File: src/rtl/fl_pkg.sv
/*
  Package for the serial flash identification / mode / suspend command block.
  Assumes a single 250 MHz core clock that oversamples the serial pins.
*/
package fl_pkg;
  // ----------------------------------------------------------------
  // Opcodes
  // ----------------------------------------------------------------
  localparam logic [7:0] OP_MAKER_DEV_ID = 8'h90;
  localparam logic [7:0] OP_IDENT_READ = 8'h9F;
  localparam logic [7:0] OP_HIGH_PERF = 8'hA3;
  localparam logic [7:0] OP_RELEASE = 8'hAB;
  localparam logic [7:0] OP_POWER_DOWN = 8'hB9;
  localparam logic [7:0] OP_CONT_EXIT = 8'hFF;
  localparam logic [7:0] OP_UNIQUE_ID = 8'h4B;
  localparam logic [7:0] OP_SUSPEND = 8'h75;
  localparam logic [7:0] OP_RESUME = 8'h7A;
  localparam logic [3:0] CONT_MODE_NIBBLE = 4'hA;
  localparam logic [7:0] ADDR_DEV_FIRST = 8'h01;
  // ----------------------------------------------------------------
  // Identification values (arbitrary, not any real part)
  // ----------------------------------------------------------------
  localparam logic [7:0] MAKER_ID = 8'h5A;
  localparam logic [7:0] DEVICE_ID = 8'h14;
  localparam logic [7:0] MEM_TYPE_ID = 8'h40;
  localparam logic [7:0] CAPACITY_ID = 8'h15;
  localparam logic [127:0] UNIQUE_ID = 128'h0123_4567_89AB_CDEF_FEDC_BA98_7654_3210;
  // ----------------------------------------------------------------
  // Timing
  // ----------------------------------------------------------------
  localparam int CLK_PERIOD_NS = 4;
  localparam int T_SUSPEND_NS = 1000;
  localparam int T_RESUME_NS = 200;
  localparam logic [9:0] SUSPEND_CYC = 10'(T_SUSPEND_NS / CLK_PERIOD_NS);
  localparam logic [7:0] RESUME_CYC = 8'(T_RESUME_NS / CLK_PERIOD_NS);
  // ----------------------------------------------------------------
  // Types
  // ----------------------------------------------------------------
  typedef enum logic [1:0] {ST_OPCODE, ST_ADDR, ST_OUT, ST_SKIP} fl_state_type;
  typedef struct packed {
    logic valid;
    logic refused;
    logic [7:0] opcode;
  } fl_cmd_type;
endpackage

File: src/rtl/fl_uid_rom.sv
/*
  Small read-only store for the 128-bit unique number, byte addressed.
  Read data are registered; address settles well before the byte is used.
*/
`timescale 1ns/100ps
`default_nettype none
module fl_uid_rom (
  // Clock and reset
  input wire logic mclk,
  input wire logic sys_rst,
  // Read port
  input wire logic [3:0] addr,
  output logic [7:0] data
);
  import fl_pkg::*;

  // First byte out is the most significant one
  always_ff @(posedge mclk or posedge sys_rst) begin
    if (sys_rst) begin
      data <= 8'h00;
    end else begin
      data <= 8'(UNIQUE_ID >> {4'(4'hF - addr), 3'h0});
    end
  end
endmodule
`default_nettype wire

File: src/rtl/fl_cmd.sv
/*
  Command handling for identification reads, high performance mode,
  continuous read exit, unique number read and program/erase suspend/resume.
  Assumes serial pins are asynchronous to mclk and the serial clock is
  several mclk periods long; the array engine is outside.
*/
`timescale 1ns/100ps
`default_nettype none
// Functional notes
// - 90H zero address gives maker, device
// - Address one puts device byte first
// - 9FH returns maker, type, capacity bytes
// - 24 identification bits out on falling edges
// - 9FH not decoded while cycle busy
// - Chip select high ends identification output
// - A3H plus three dummies enters high performance
// - ABH when not busy, or B9H, leaves high performance
// - AXH mode bits make reads opcode-less
// - AXH ignores commands; FFH exits it
// - 4BH, address, dummy, then 128-bit number
// - Suspend only when idle-suspend and busy
// - Suspend sets flag, busy clears within latency
// - Writes, erases, programs refused while suspended
// - Other array reads allowed while suspended
// - Power-up clears suspended state
// - Resume only when suspended and not busy
// - Resume clears flag, sets busy within 200ns
// - Busy flag tracks self-timed cycle
module fl_cmd (
  // Clock and reset
  input wire logic mclk,
  input wire logic sys_rst,
  // Serial pins
  input wire logic cs_n_pin,
  input wire logic sclk_pin,
  input wire logic si_pin,
  output logic so,
  output logic so_oe,
  // Array engine
  input wire logic pe_start,
  input wire logic pe_suspendable,
  input wire logic pe_done,
  output logic pe_suspend,
  output logic pe_resume,
  // Continuous read mode bits from the fast read engine
  input wire logic cont_read_set,
  input wire logic [7:0] cont_read_mode_bits,
  output logic cont_read_start,
  // Status and forwarded commands
  output logic write_busy_flag,
  output logic suspended_flag,
  output logic high_perf_mode,
  output logic cont_read_active,
  output fl_pkg::fl_cmd_type cmd_out
);
  import fl_pkg::*;

  // ----------------------------------------------------------------
  // Pin synchronisers and edge detect
  // ----------------------------------------------------------------
  logic [1:0] cs_meta, sclk_meta, si_meta;
  logic cs_s, sclk_s, si_s, cs_d, sclk_d;
  always_ff @(posedge mclk or posedge sys_rst) begin
    if (sys_rst) begin
      cs_meta <= 2'h3;
      sclk_meta <= 2'h0;
      si_meta <= 2'h0;
      cs_d <= 1'b1;
      sclk_d <= 1'b0;
    end else begin
      cs_meta <= {cs_meta[0], cs_n_pin};
      sclk_meta <= {sclk_meta[0], sclk_pin};
      si_meta <= {si_meta[0], si_pin};
      cs_d <= cs_s;
      sclk_d <= sclk_s;
    end
  end
  assign cs_s = cs_meta[1];
  assign sclk_s = sclk_meta[1];
  assign si_s = si_meta[1];
  logic rise, fall, cs_end;
  assign rise = ~cs_s & sclk_s & ~sclk_d;
  assign fall = ~cs_s & ~sclk_s & sclk_d;
  assign cs_end = cs_s & ~cs_d;
  function automatic logic is_locked(input logic [7:0] op);
    case (op)
      8'h01, 8'h31, 8'h11, 8'h44, 8'h42, 8'h20, 8'h52, 8'hD8, 8'hC7, 8'h60, 8'h02, 8'h32:
        is_locked = 1'b1;
      default: is_locked = 1'b0;
    endcase
  endfunction
  // ----------------------------------------------------------------
  // Input framing and decode
  // ----------------------------------------------------------------
  fl_state_type state;
  logic [6:0] shin;
  logic [2:0] bit_cnt, byte_cnt;
  logic [7:0] cur_op;
  logic op_seen, addr_hi_zero, dev_first;
  logic byte_done;
  logic [7:0] in_byte;
  assign byte_done = rise & (bit_cnt == 3'h7);
  assign in_byte = {shin, si_s};
  always_ff @(posedge mclk or posedge sys_rst) begin
    if (sys_rst) begin
      state <= ST_OPCODE;
      shin <= 7'h00;
      bit_cnt <= 3'h0;
      byte_cnt <= 3'h0;
      cur_op <= 8'h00;
      op_seen <= 1'b0;
      addr_hi_zero <= 1'b0;
      dev_first <= 1'b0;
    end else if (cs_s) begin
      state <= ST_OPCODE;
      bit_cnt <= 3'h0;
      byte_cnt <= 3'h0;
      op_seen <= 1'b0;
    end else if (rise) begin
      shin <= in_byte[6:0];
      bit_cnt <= bit_cnt + 3'h1;
      if (byte_done) begin
        if (state != ST_OPCODE && byte_cnt != 3'h7) begin
          byte_cnt <= byte_cnt + 3'h1;
        end
        unique case (state)
          ST_OPCODE: begin
            cur_op <= in_byte;
            addr_hi_zero <= 1'b1;
            if (cont_read_active) begin
              state <= ST_SKIP;
            end else begin
              op_seen <= 1'b1;
              if (in_byte == OP_MAKER_DEV_ID || in_byte == OP_UNIQUE_ID
                  || in_byte == OP_HIGH_PERF) begin
                state <= ST_ADDR;
              end else if (in_byte == OP_IDENT_READ && !write_busy_flag) begin
                state <= ST_OUT;
              end else begin
                state <= ST_SKIP;
              end
            end
          end
          ST_ADDR: begin
            if (byte_cnt < 3'h2 && in_byte != 8'h00) begin
              addr_hi_zero <= 1'b0;
            end
            if (cur_op == OP_MAKER_DEV_ID && byte_cnt == 3'h2) begin
              dev_first <= addr_hi_zero && in_byte == ADDR_DEV_FIRST;
              state <= ST_OUT;
            end else if (cur_op == OP_UNIQUE_ID && byte_cnt == 3'h3) begin
              state <= ST_OUT;
            end
          end
          ST_OUT, ST_SKIP: begin
          end
        endcase
      end
    end
  end

  // ----------------------------------------------------------------
  // Output shifter
  // ----------------------------------------------------------------
  logic [3:0] out_idx;
  logic [2:0] out_bit;
  logic [6:0] sh_out;
  logic [7:0] sel, rom_data;
  fl_uid_rom u_rom (
    .mclk(mclk),
    .sys_rst(sys_rst),
    .addr(out_idx),
    .data(rom_data)
  );
  always_comb begin
    sel = rom_data;
    if (cur_op == OP_IDENT_READ) begin
      unique case (out_idx[1:0])
        2'h0: sel = MAKER_ID;
        2'h1: sel = MEM_TYPE_ID;
        default: sel = CAPACITY_ID;
      endcase
    end else if (cur_op == OP_MAKER_DEV_ID) begin
      sel = (dev_first ^ out_idx[0]) ? DEVICE_ID : MAKER_ID;
    end
  end
  always_ff @(posedge mclk or posedge sys_rst) begin
    if (sys_rst) begin
      so <= 1'b0;
      so_oe <= 1'b0;
      out_idx <= 4'h0;
      out_bit <= 3'h0;
      sh_out <= 7'h00;
    end else if (cs_s) begin
      so_oe <= 1'b0;
      so <= 1'b0;
      out_idx <= 4'h0;
      out_bit <= 3'h0;
    end else if (fall && state == ST_OUT) begin
      so_oe <= 1'b1;
      out_bit <= out_bit + 3'h1;
      if (out_bit == 3'h0) begin
        so <= sel[7];
        sh_out <= sel[6:0];
        if (cur_op == OP_IDENT_READ && out_idx == 4'h2) begin
          out_idx <= 4'h0;
        end else begin
          out_idx <= out_idx + 4'h1;
        end
      end else begin
        so <= sh_out[6];
        sh_out <= {sh_out[5:0], 1'b0};
      end
    end
  end

  // ----------------------------------------------------------------
  // Modes and status flags
  // ----------------------------------------------------------------
  logic exact8, acc_sus, acc_res;
  logic suspendable;
  logic [9:0] sus_timer;
  assign exact8 = cs_end & op_seen & byte_cnt == 3'h0 & bit_cnt == 3'h0;
  assign acc_sus = exact8 && cur_op == OP_SUSPEND && !suspended_flag
                   && write_busy_flag && suspendable;
  assign acc_res = exact8 && cur_op == OP_RESUME && suspended_flag
                   && !write_busy_flag;
  // Reset is power-up, so no suspend survives it
  always_ff @(posedge mclk or posedge sys_rst) begin
    if (sys_rst) begin
      suspended_flag <= 1'b0;
      write_busy_flag <= 1'b0;
      suspendable <= 1'b0;
      sus_timer <= 10'h000;
      pe_suspend <= 1'b0;
      pe_resume <= 1'b0;
    end else begin
      pe_suspend <= acc_sus;
      pe_resume <= acc_res;
      if (sus_timer != 10'h000) begin
        sus_timer <= sus_timer - 10'h001;
      end
      if (pe_done && !suspended_flag) begin
        write_busy_flag <= 1'b0;
      end
      if (sus_timer == 10'h001) begin
        write_busy_flag <= 1'b0;
      end
      if (acc_sus) begin
        suspended_flag <= 1'b1;
        sus_timer <= SUSPEND_CYC;
      end
      if (acc_res) begin
        suspended_flag <= 1'b0;
        write_busy_flag <= 1'b1;
      end
      if (pe_start) begin
        write_busy_flag <= 1'b1;
        suspendable <= pe_suspendable;
      end
    end
  end

  always_ff @(posedge mclk or posedge sys_rst) begin
    if (sys_rst) begin
      high_perf_mode <= 1'b0;
      cont_read_active <= 1'b0;
      cont_read_start <= 1'b0;
    end else begin
      cont_read_start <= byte_done && state == ST_OPCODE && cont_read_active
                         && in_byte != OP_CONT_EXIT;
      if (cs_end && op_seen && cur_op == OP_HIGH_PERF && byte_cnt == 3'h3
          && bit_cnt == 3'h0) begin
        high_perf_mode <= 1'b1;
      end
      if (exact8 && (cur_op == OP_POWER_DOWN
                     || (cur_op == OP_RELEASE && !write_busy_flag))) begin
        high_perf_mode <= 1'b0;
      end
      if (byte_done && state == ST_OPCODE && cont_read_active
          && in_byte == OP_CONT_EXIT) begin
        cont_read_active <= 1'b0;
      end
      if (cont_read_set) begin
        cont_read_active <= cont_read_mode_bits[7:4] == CONT_MODE_NIBBLE;
      end
    end
  end

  // All opcodes outside continuous read go to the array engine; suspended writes are refused
  always_ff @(posedge mclk or posedge sys_rst) begin
    if (sys_rst) begin
      cmd_out <= '0;
    end else begin
      cmd_out.valid <= byte_done && state == ST_OPCODE && !cont_read_active;
      if (byte_done && state == ST_OPCODE) begin
        cmd_out.opcode <= in_byte;
        cmd_out.refused <= (suspended_flag && is_locked(in_byte))
                           || (in_byte == OP_IDENT_READ && write_busy_flag);
      end
    end
  end

  // ----------------------------------------------------------------
  // Assertions
  // ----------------------------------------------------------------
  localparam int SUS_BOUND = 251;
endmodule
`default_nettype wire

File: config.mk
export PLATFORM = sky130hd
export DESIGN_NAME = fl_cmd
export DESIGN_NICKNAME = d
export VERILOG_FILES = /design/src/rtl/fl_pkg.sv /design/src/rtl/fl_uid_rom.sv /design/src/rtl/fl_cmd.sv
export SDC_FILE = /design/constraint.sdc
export NUM_CORES = 1
export LEC_CHECK = 0
export BUFFER_PORTS_ARGS = -buffer_cell sky130_fd_sc_hd__buf_2
export CAP_MARGIN = 30
export CORE_MARGIN = 2
export CORE_UTILIZATION = 35
export DETAILED_ROUTE_END_ITERATION = 10
export GPL_ROUTABILITY_DRIVEN = 0
export PLACE_DENSITY = 0.57
export SLEW_MARGIN = 20
export SYNTH_ARGS = -nofsm -noshare
export SYNTH_HDL_FRONTEND = slang
export SYNTH_SLANG_ARGS = --single-unit
File: constraint.sdc
create_clock -name mclk -period 5.7 [get_ports mclk]
set_clock_uncertainty 0.1 [all_clocks]
set_input_delay 0.57 -clock mclk [delete_from_list [all_inputs] [get_ports mclk]]
set_output_delay 0.57 -clock mclk [all_outputs]
set_load 0.005 [all_outputs]
# Word level (Yosys, flattened, before mapping)

Index checks and enable logic that the tools add are counted.

Bits in registers: 86
Input port bits: 17
Output and inout port bits: 19

Add/sub/neg operators: 6
$lt $le $gt $ge: 1
Equal/unequal tests: 39
Shift operators: 1
Muxes and demuxes: 52
Bitwise gates (word level): 14
Reductions and logical operators: 67

Operators by type and width:

| kind                    | number |
|---|---|
| $shr A121 B7 Y8 const A | 1 |
| $eq A8 B8 Y1 const B    | 11 |
| $eq A8 B7 Y1 const B    | 8 |
| $logic_and A1 B1 Y1     | 29 |
| $eq A8 B6 Y1 const B    | 3 |
| $mux W1                 | 24 |
| $mux W3                 | 8 |
| $reduce_bool A2 Y1      | 12 |
| $mux W10                | 2 |
| $mux W4                 | 4 |
| $mux W8                 | 2 |
| $mux W2                 | 7 |
| $mux W7                 | 2 |
| $pmux W7 S2             | 1 |
| $reduce_and A4 Y1       | 3 |
| $reduce_or A12 Y1       | 1 |
| $eq A10 B1 Y1 const B   | 1 |
| $reduce_and A5 Y1       | 2 |
| $reduce_bool A10 Y1     | 1 |
| $sub A10 B1 Y10 const B | 1 |
| $add A3 B1 Y3 const B   | 3 |
| $and A1 B1 Y1           | 9 |
| $logic_not A3 Y1        | 3 |
| $eq A8 B1 Y1 const B    | 1 |
| other kinds (28)        | 41 |

# Logic depth before layout (Yosys ltp)

Depth in word-level cells: 11
Depth in mapped cells: 8
Mapped depth without buffers: 8

# Modules after synthesis

From an unflattened synthesis, not the netlist that was laid out.

Cell total of the unflattened synthesis: 412
Area, all modules: 4070.2 µm²

Modules (own cells, without submodules):

| module     | instances | cells an instance | area an instance (µm²) | sequential area each (µm²) |
|---|---|---|---|---|
| fl_cmd     | 1         | 399               | 3888.7                 | 1955.6 |
| fl_uid_rom | 1         | 13                | 181.4                  | 125.1 |

# Worst setup path before layout

OpenSTA, ideal clock, no wires.

Path type: register -> register
From: register byte_cnt[0]
To: register state[1]
Data arrival time: 1.725 ns
Data required time: 5.470 ns
Slack: 3.745 ns
Cell stages (with the launch flop): 8
Cells stage by stage: dfrtp_1 -> ha_1 -> ha_1 -> nand4b_1 -> nor4_1 -> or4b_2 -> o311ai_0 -> nand2b_1

Word-level cells in the longest chain between the ends: 7
Elaborated cells between the ends (all ways): 11

Ends and longest elaborated chain:

| what                   | RTL line      | source |
|---|---|---|
| from (decl)            | fl_cmd.sv:97  | `logic [2:0] bit_cnt, byte_cnt;` |
| from (signal assigned) | fl_cmd.sv:124 | `byte_cnt <= byte_cnt + 3'h1;` |
| $eq A3 B2 Y1           | fl_cmd.sv:148 | `if (cur_op == OP_MAKER_DEV_ID && byte_cnt == 3'h2) begin` |
| $logic_and A1 B1 Y1    | fl_cmd.sv:148 |  |
| $mux W2                | fl_cmd.sv:148 |  |
| $pmux W2 S2            | fl_cmd.sv:126 | `unique case (state)` |
| $mux W2                | fl_cmd.sv:122 | `if (byte_done) begin` |
| $mux W2                | fl_cmd.sv:119 | `end else if (rise) begin` |
| $mux W2                | fl_cmd.sv:114 | `end else if (cs_s) begin` |
| to (signal assigned)   | fl_cmd.sv:115 | `state <= ST_OPCODE;` |
| to (signal assigned)   | fl_cmd.sv:131 | `state <= ST_SKIP;` |
| to (signal assigned)   | fl_cmd.sv:136 | `state <= ST_ADDR;` |
| to (decl)              | fl_cmd.sv:95  | `fl_state_type state;` |

Parallel ways exist; a longest one is shown, timed or not. The select of a mux whose other input is x is not followed.
A chain may end at the register's enable or synchronous reset.

# Final worst setup path

From: register cs_meta[1]
To: register state[0]

Word-level cells in the longest chain between the ends: 6
Elaborated cells between the ends (all ways): 10

Ends and longest elaborated chain:

| what                         | RTL line      | source |
|---|---|---|
| from (decl)                  | fl_cmd.sv:61  | `logic [1:0] cs_meta, sclk_meta, si_meta;` |
| from (signal assigned)       | fl_cmd.sv:71  | `cs_meta <= {cs_meta[0], cs_n_pin};` |
| $not A1 Y1 (no line)         | -             |  |
| $and A1 B1 Y1 (2 in a row)   | fl_cmd.sv:82  | `assign rise = ~cs_s & sclk_s & ~sclk_d;` |
| $and A1 B1 Y1                | fl_cmd.sv:102 | `assign byte_done = rise & (bit_cnt == 3'h7);` |
| $reduce_bool A2 Y1 (no line) | -             |  |
| $reduce_and A4 Y1 (no line)  | -             |  |
| to (signal assigned)         | fl_cmd.sv:106 | `state <= ST_OPCODE;` |
| to (signal assigned)         | fl_cmd.sv:115 |  |
| to (signal assigned)         | fl_cmd.sv:131 |  |

Parallel ways exist; a longest one is shown, timed or not.

==> metrics.md <==
| Metric | Value |
|---|---|
| Worst Path Buf+Inv | 0 |
| Most Frequent Cell on Critical Path | a21oi_1 |
| DRC | 0 |
| Max-slew headroom | 52.3% |
| Post-route minimum period | 2.22 ns |
| Root buffer cell | clkbuf_16 |
| Mapped Cells | 410 |
| Synth warnings | 0 |
| Hold Violations, Final | 0 |
| R2R Path End | state[0] |
| Slowest cell on crit path | dfstp_2 |
| ANT cells | 0 |
| CTS sink count | 83 |
| Syn_nets | 445 |
| Cell Rows | 39 |
| Post-synthesis sequential area ratio | 51.7% |
| Switching power | 313 uW |
| CTS Hold Buffers Added | 0 |
| Mapped Area | 0.00402 mm2 |
| CORE AREA | 0.0113 mm2 |
| CTS tree | done |
| Gr ovfl total | 0 |
| Layout area overhead | 14.5% |
| Final WL | 8.03 mm |
| Post-synth ARST share | 100% |
| Setup CP Type | reg -> reg |
| Crit path to | state[0] |
| VDD IR max | 0.191 mV |
| Vias per cell | 5.08 |
| Final nets | 473 |
| CP Depth | 5 |
| Fin Setup TNS | 0 ns |
| Flop pwr share | 51.7% |
| Synth Flop Type | dfrtp_1 |
| CTS Buf Count | 9 |
| R2R cell count | 5 |
| Detail Placement HPWL | 5.85 mm |
| P_int | 972 uW |
| Initial antenna violation count | 0 |
| Netlist cell types | 53 |
| DR iter-0 viols | 113 |
| IO buf count | 31 |
| Synth Area per Inst | 9.81 um2 |
| Cells along the critical path | and4bb_2 > nand2_1 > a21oi_1 > a21oi_1 > o21ai_0 |
| Remaining antenna violation count after routing | 0 |
| Critical path origin | cs_meta[1] |
| Vias in the first global route | 2955 |
| Achievable Freq | 0.450 GHz |
| DIE AREA | 0.0124 mm2 |
| Slew @ Worst Pin | 0.714 ns |
| Clock Tree Buf Depth | 2 |
| Switching fraction of total power | 24.4% |
| Post-synth EDFFs | 0 |
| Post-CTS sizing | 0 |
| Max incr delay on CP | 0.74 ns |
| Total GRT Usage | 14.1% |
| Status | finished clean |
| First-pass GRT wire length | 14.1 mm |
| 1st-pass router iterations | 4 |
| Clock latency on the worst-skew pair | 0.34 ns |
| Combinational share of power | 6.6% |
| Period utilization | 39.0% |
| Vias | 2977 |
| PwrDens | 279 mW/mm2 |
| Total power draw | 1.29 mW |
| Worst Path Required | 5.80 ns |
| Static leakage | 2.22 nW |
| IO Pins | 36 |
| Fraction of layout cells with a size suffix above 1 | 15.6% |
| Die W | 111 um |
| Fillers | 1130 |
| WL per Instance | 13.7 um |
| Setup violators final | 0 |
| Crit start category | flop |
| Arr. time, crit path | 2.33 ns |
| Clock power share | 41.7% |
| Clock transition at path regs | 0.06 ns |
| Slew Limit Fails | 0 |
| RSZ-0062 raised after global routing | false |
| Layout Utilization | 40.7% |
| Synthesized flop and latch total | 83 |
| Number of H-tree levels | 3 |
| Flop2flop setup slack | 3.48 ns |
| # Max-Cap Violations | 0 |
| Worst Path Max Fanout | 21 |
| Crit. End Element | flop |
| Hold Path Class | in -> async |
| RR Startpoint | cs_meta[1] |
| Largest net degree at the start of global routing | 54 |
| Die height | 111 um |
| Crit-path leading delay family | simple AND/OR/NAND/NOR gates |
| Post-CTS setup buffer count | 0 |
| Initial cell density of the core | 35.5% |
## registers in the layout (all words and copies together) (netlist names), 3 cells and up
name,cells
u_rom.data,5
shin,7
out_bit,3
bit_cnt,3
cur_op,8
byte_cnt,3
out_idx,4
cmd_out,10
sh_out,7
sus_timer,10
## power groups by stage
stage          combinational (mW)  clock (mW)  sequential (mW)
6_report                   0.0853       0.536            0.664
5_1_grt                    0.0998       0.581            0.671
4_1_cts                    0.0869       0.555            0.664
3_5_place_dp               0.0868           0            0.674
3_3_place_gp               0.0833           0            0.674
2_1_floorplan              0.0979           0            0.634
## Yosys cell counts, types with 3 or more instances
library cell  count  area, um2
mux2i_1           5       50.1
nor3_1            8       40.0
nand2b_1          9       56.3
dfstp_2           3       78.8
nand4_1           6       37.5
nand3_1           5       25.0
a21oi_1          14       70.1
nand4b_1          3       26.3
dfrtp_1          80       2000
or4_4             3       33.8
a31oi_1          10       62.6
nor2_1           44        165
xor2_1            4       35.0
clkbuf_1         13       48.8
nor2b_1           7       43.8
mux2_2            8       90.1
o31ai_1           4       30.0
nor4_1            7       43.8
xnor2_1           6       52.6
inv_1            24       90.1
o21ai_0          16       80.1
ha_1             18        225
nor3b_1           3       22.5
nand2_1          70        263
## how the worst min path moves through the flow
stage,startpoint,end,cells after the start
after floorplan,sclk_meta[0],sclk_meta[1],0
after global placement,si_meta[0],si_meta[1],0
after detailed placement,sclk_meta[0],sclk_meta[1],0
after CTS,sys_rst,u_rom.data[4],3
after global routing,cs_n_pin,cs_meta[0],1
final,sys_rst,u_rom.data[4],3
## metal layers
metal / wire length (um) / track usage [%] / vias up
met4: 144 / 5.51 / 0
met2: 3860 / 23.1 / 41
met3: 250 / 3.01 / 10
li1: - / - / 1474
met5: 0 / 0 / -
met1: 3770 / 18.4 / 1452
## layout make-up
cell class / count / area, um2 / share of cell area, %
repair buffers: 33 / 190 / 4.13
inverters: 24 / 91.3 / 1.98
flip-flops and latches: 83 / 2080 / 45.2
well taps: 143 / 179 / 3.89
multi-input cells: 287 / 1780 / 38.7
clock buffers: 12 / 256 / 5.57
clock inverters: 4 / 25.0 / 0.543
## through the flow
stage | area (um2) | worst slack (ns) | hold slack (ns) | instances
3_3_place_gp | 4300 | 3.50 | 0.233 | 569
2_1_floorplan | 4020 | 2.90 | 0.231 | 410
3_5_place_dp | 4320 | 3.46 | 0.239 | 570
4_1_cts | 4600 | 3.46 | 0.212 | 586
6_report | 4600 | 3.48 | 0.206 | 586
5_1_grt | 4600 | 3.29 | 0.217 | 586
## worst register-to-register path, cell delays in order, from the launching register on
cell      delay [ns]
dfstp_2         0.74
and4bb_2        0.32
nand2_1         0.54
a21oi_1         0.14
a21oi_1         0.16
o21ai_0         0.09
## cells in the final DEF, fill, tap and decap left out, drive strengths merged, types with 3 or more instances in the layout
cell type   n
nor4        7
nor2       44
or4         3
nand2b      9
nor2b       7
mux2        8
dfstp       3
nor3        8
dfrtp      80
clkinv      3
xor2        4
buf        33
nand4b      3
o31ai       4
a21oi      14
clkbuf     12
o21ai      16
inv        23
nor3b       4
mux2i       5
nand3       5
nand4       6
nand2      70
ha         18
xnor2       6
a31oi      10
## cells by family (layout without fill, tap and decap cells)
group | count (synthesis) | after routing | synth area share, %
flip-flops | 83 | 83 | 51.7
AO/OA/AOI/OAI | 62 | 62 | 9.64
XOR/XNOR | 10 | 10 | 2.18
multiplexers | 13 | 13 | 3.48
AND/OR/NAND/NOR | 184 | 184 | 23.4
buffers and inverters | 40 | 73 | 3.98
adder cells (fa/ha/maj) | 18 | 18 | 5.60
No activity file was read; power rests on OpenSTA's default activity.
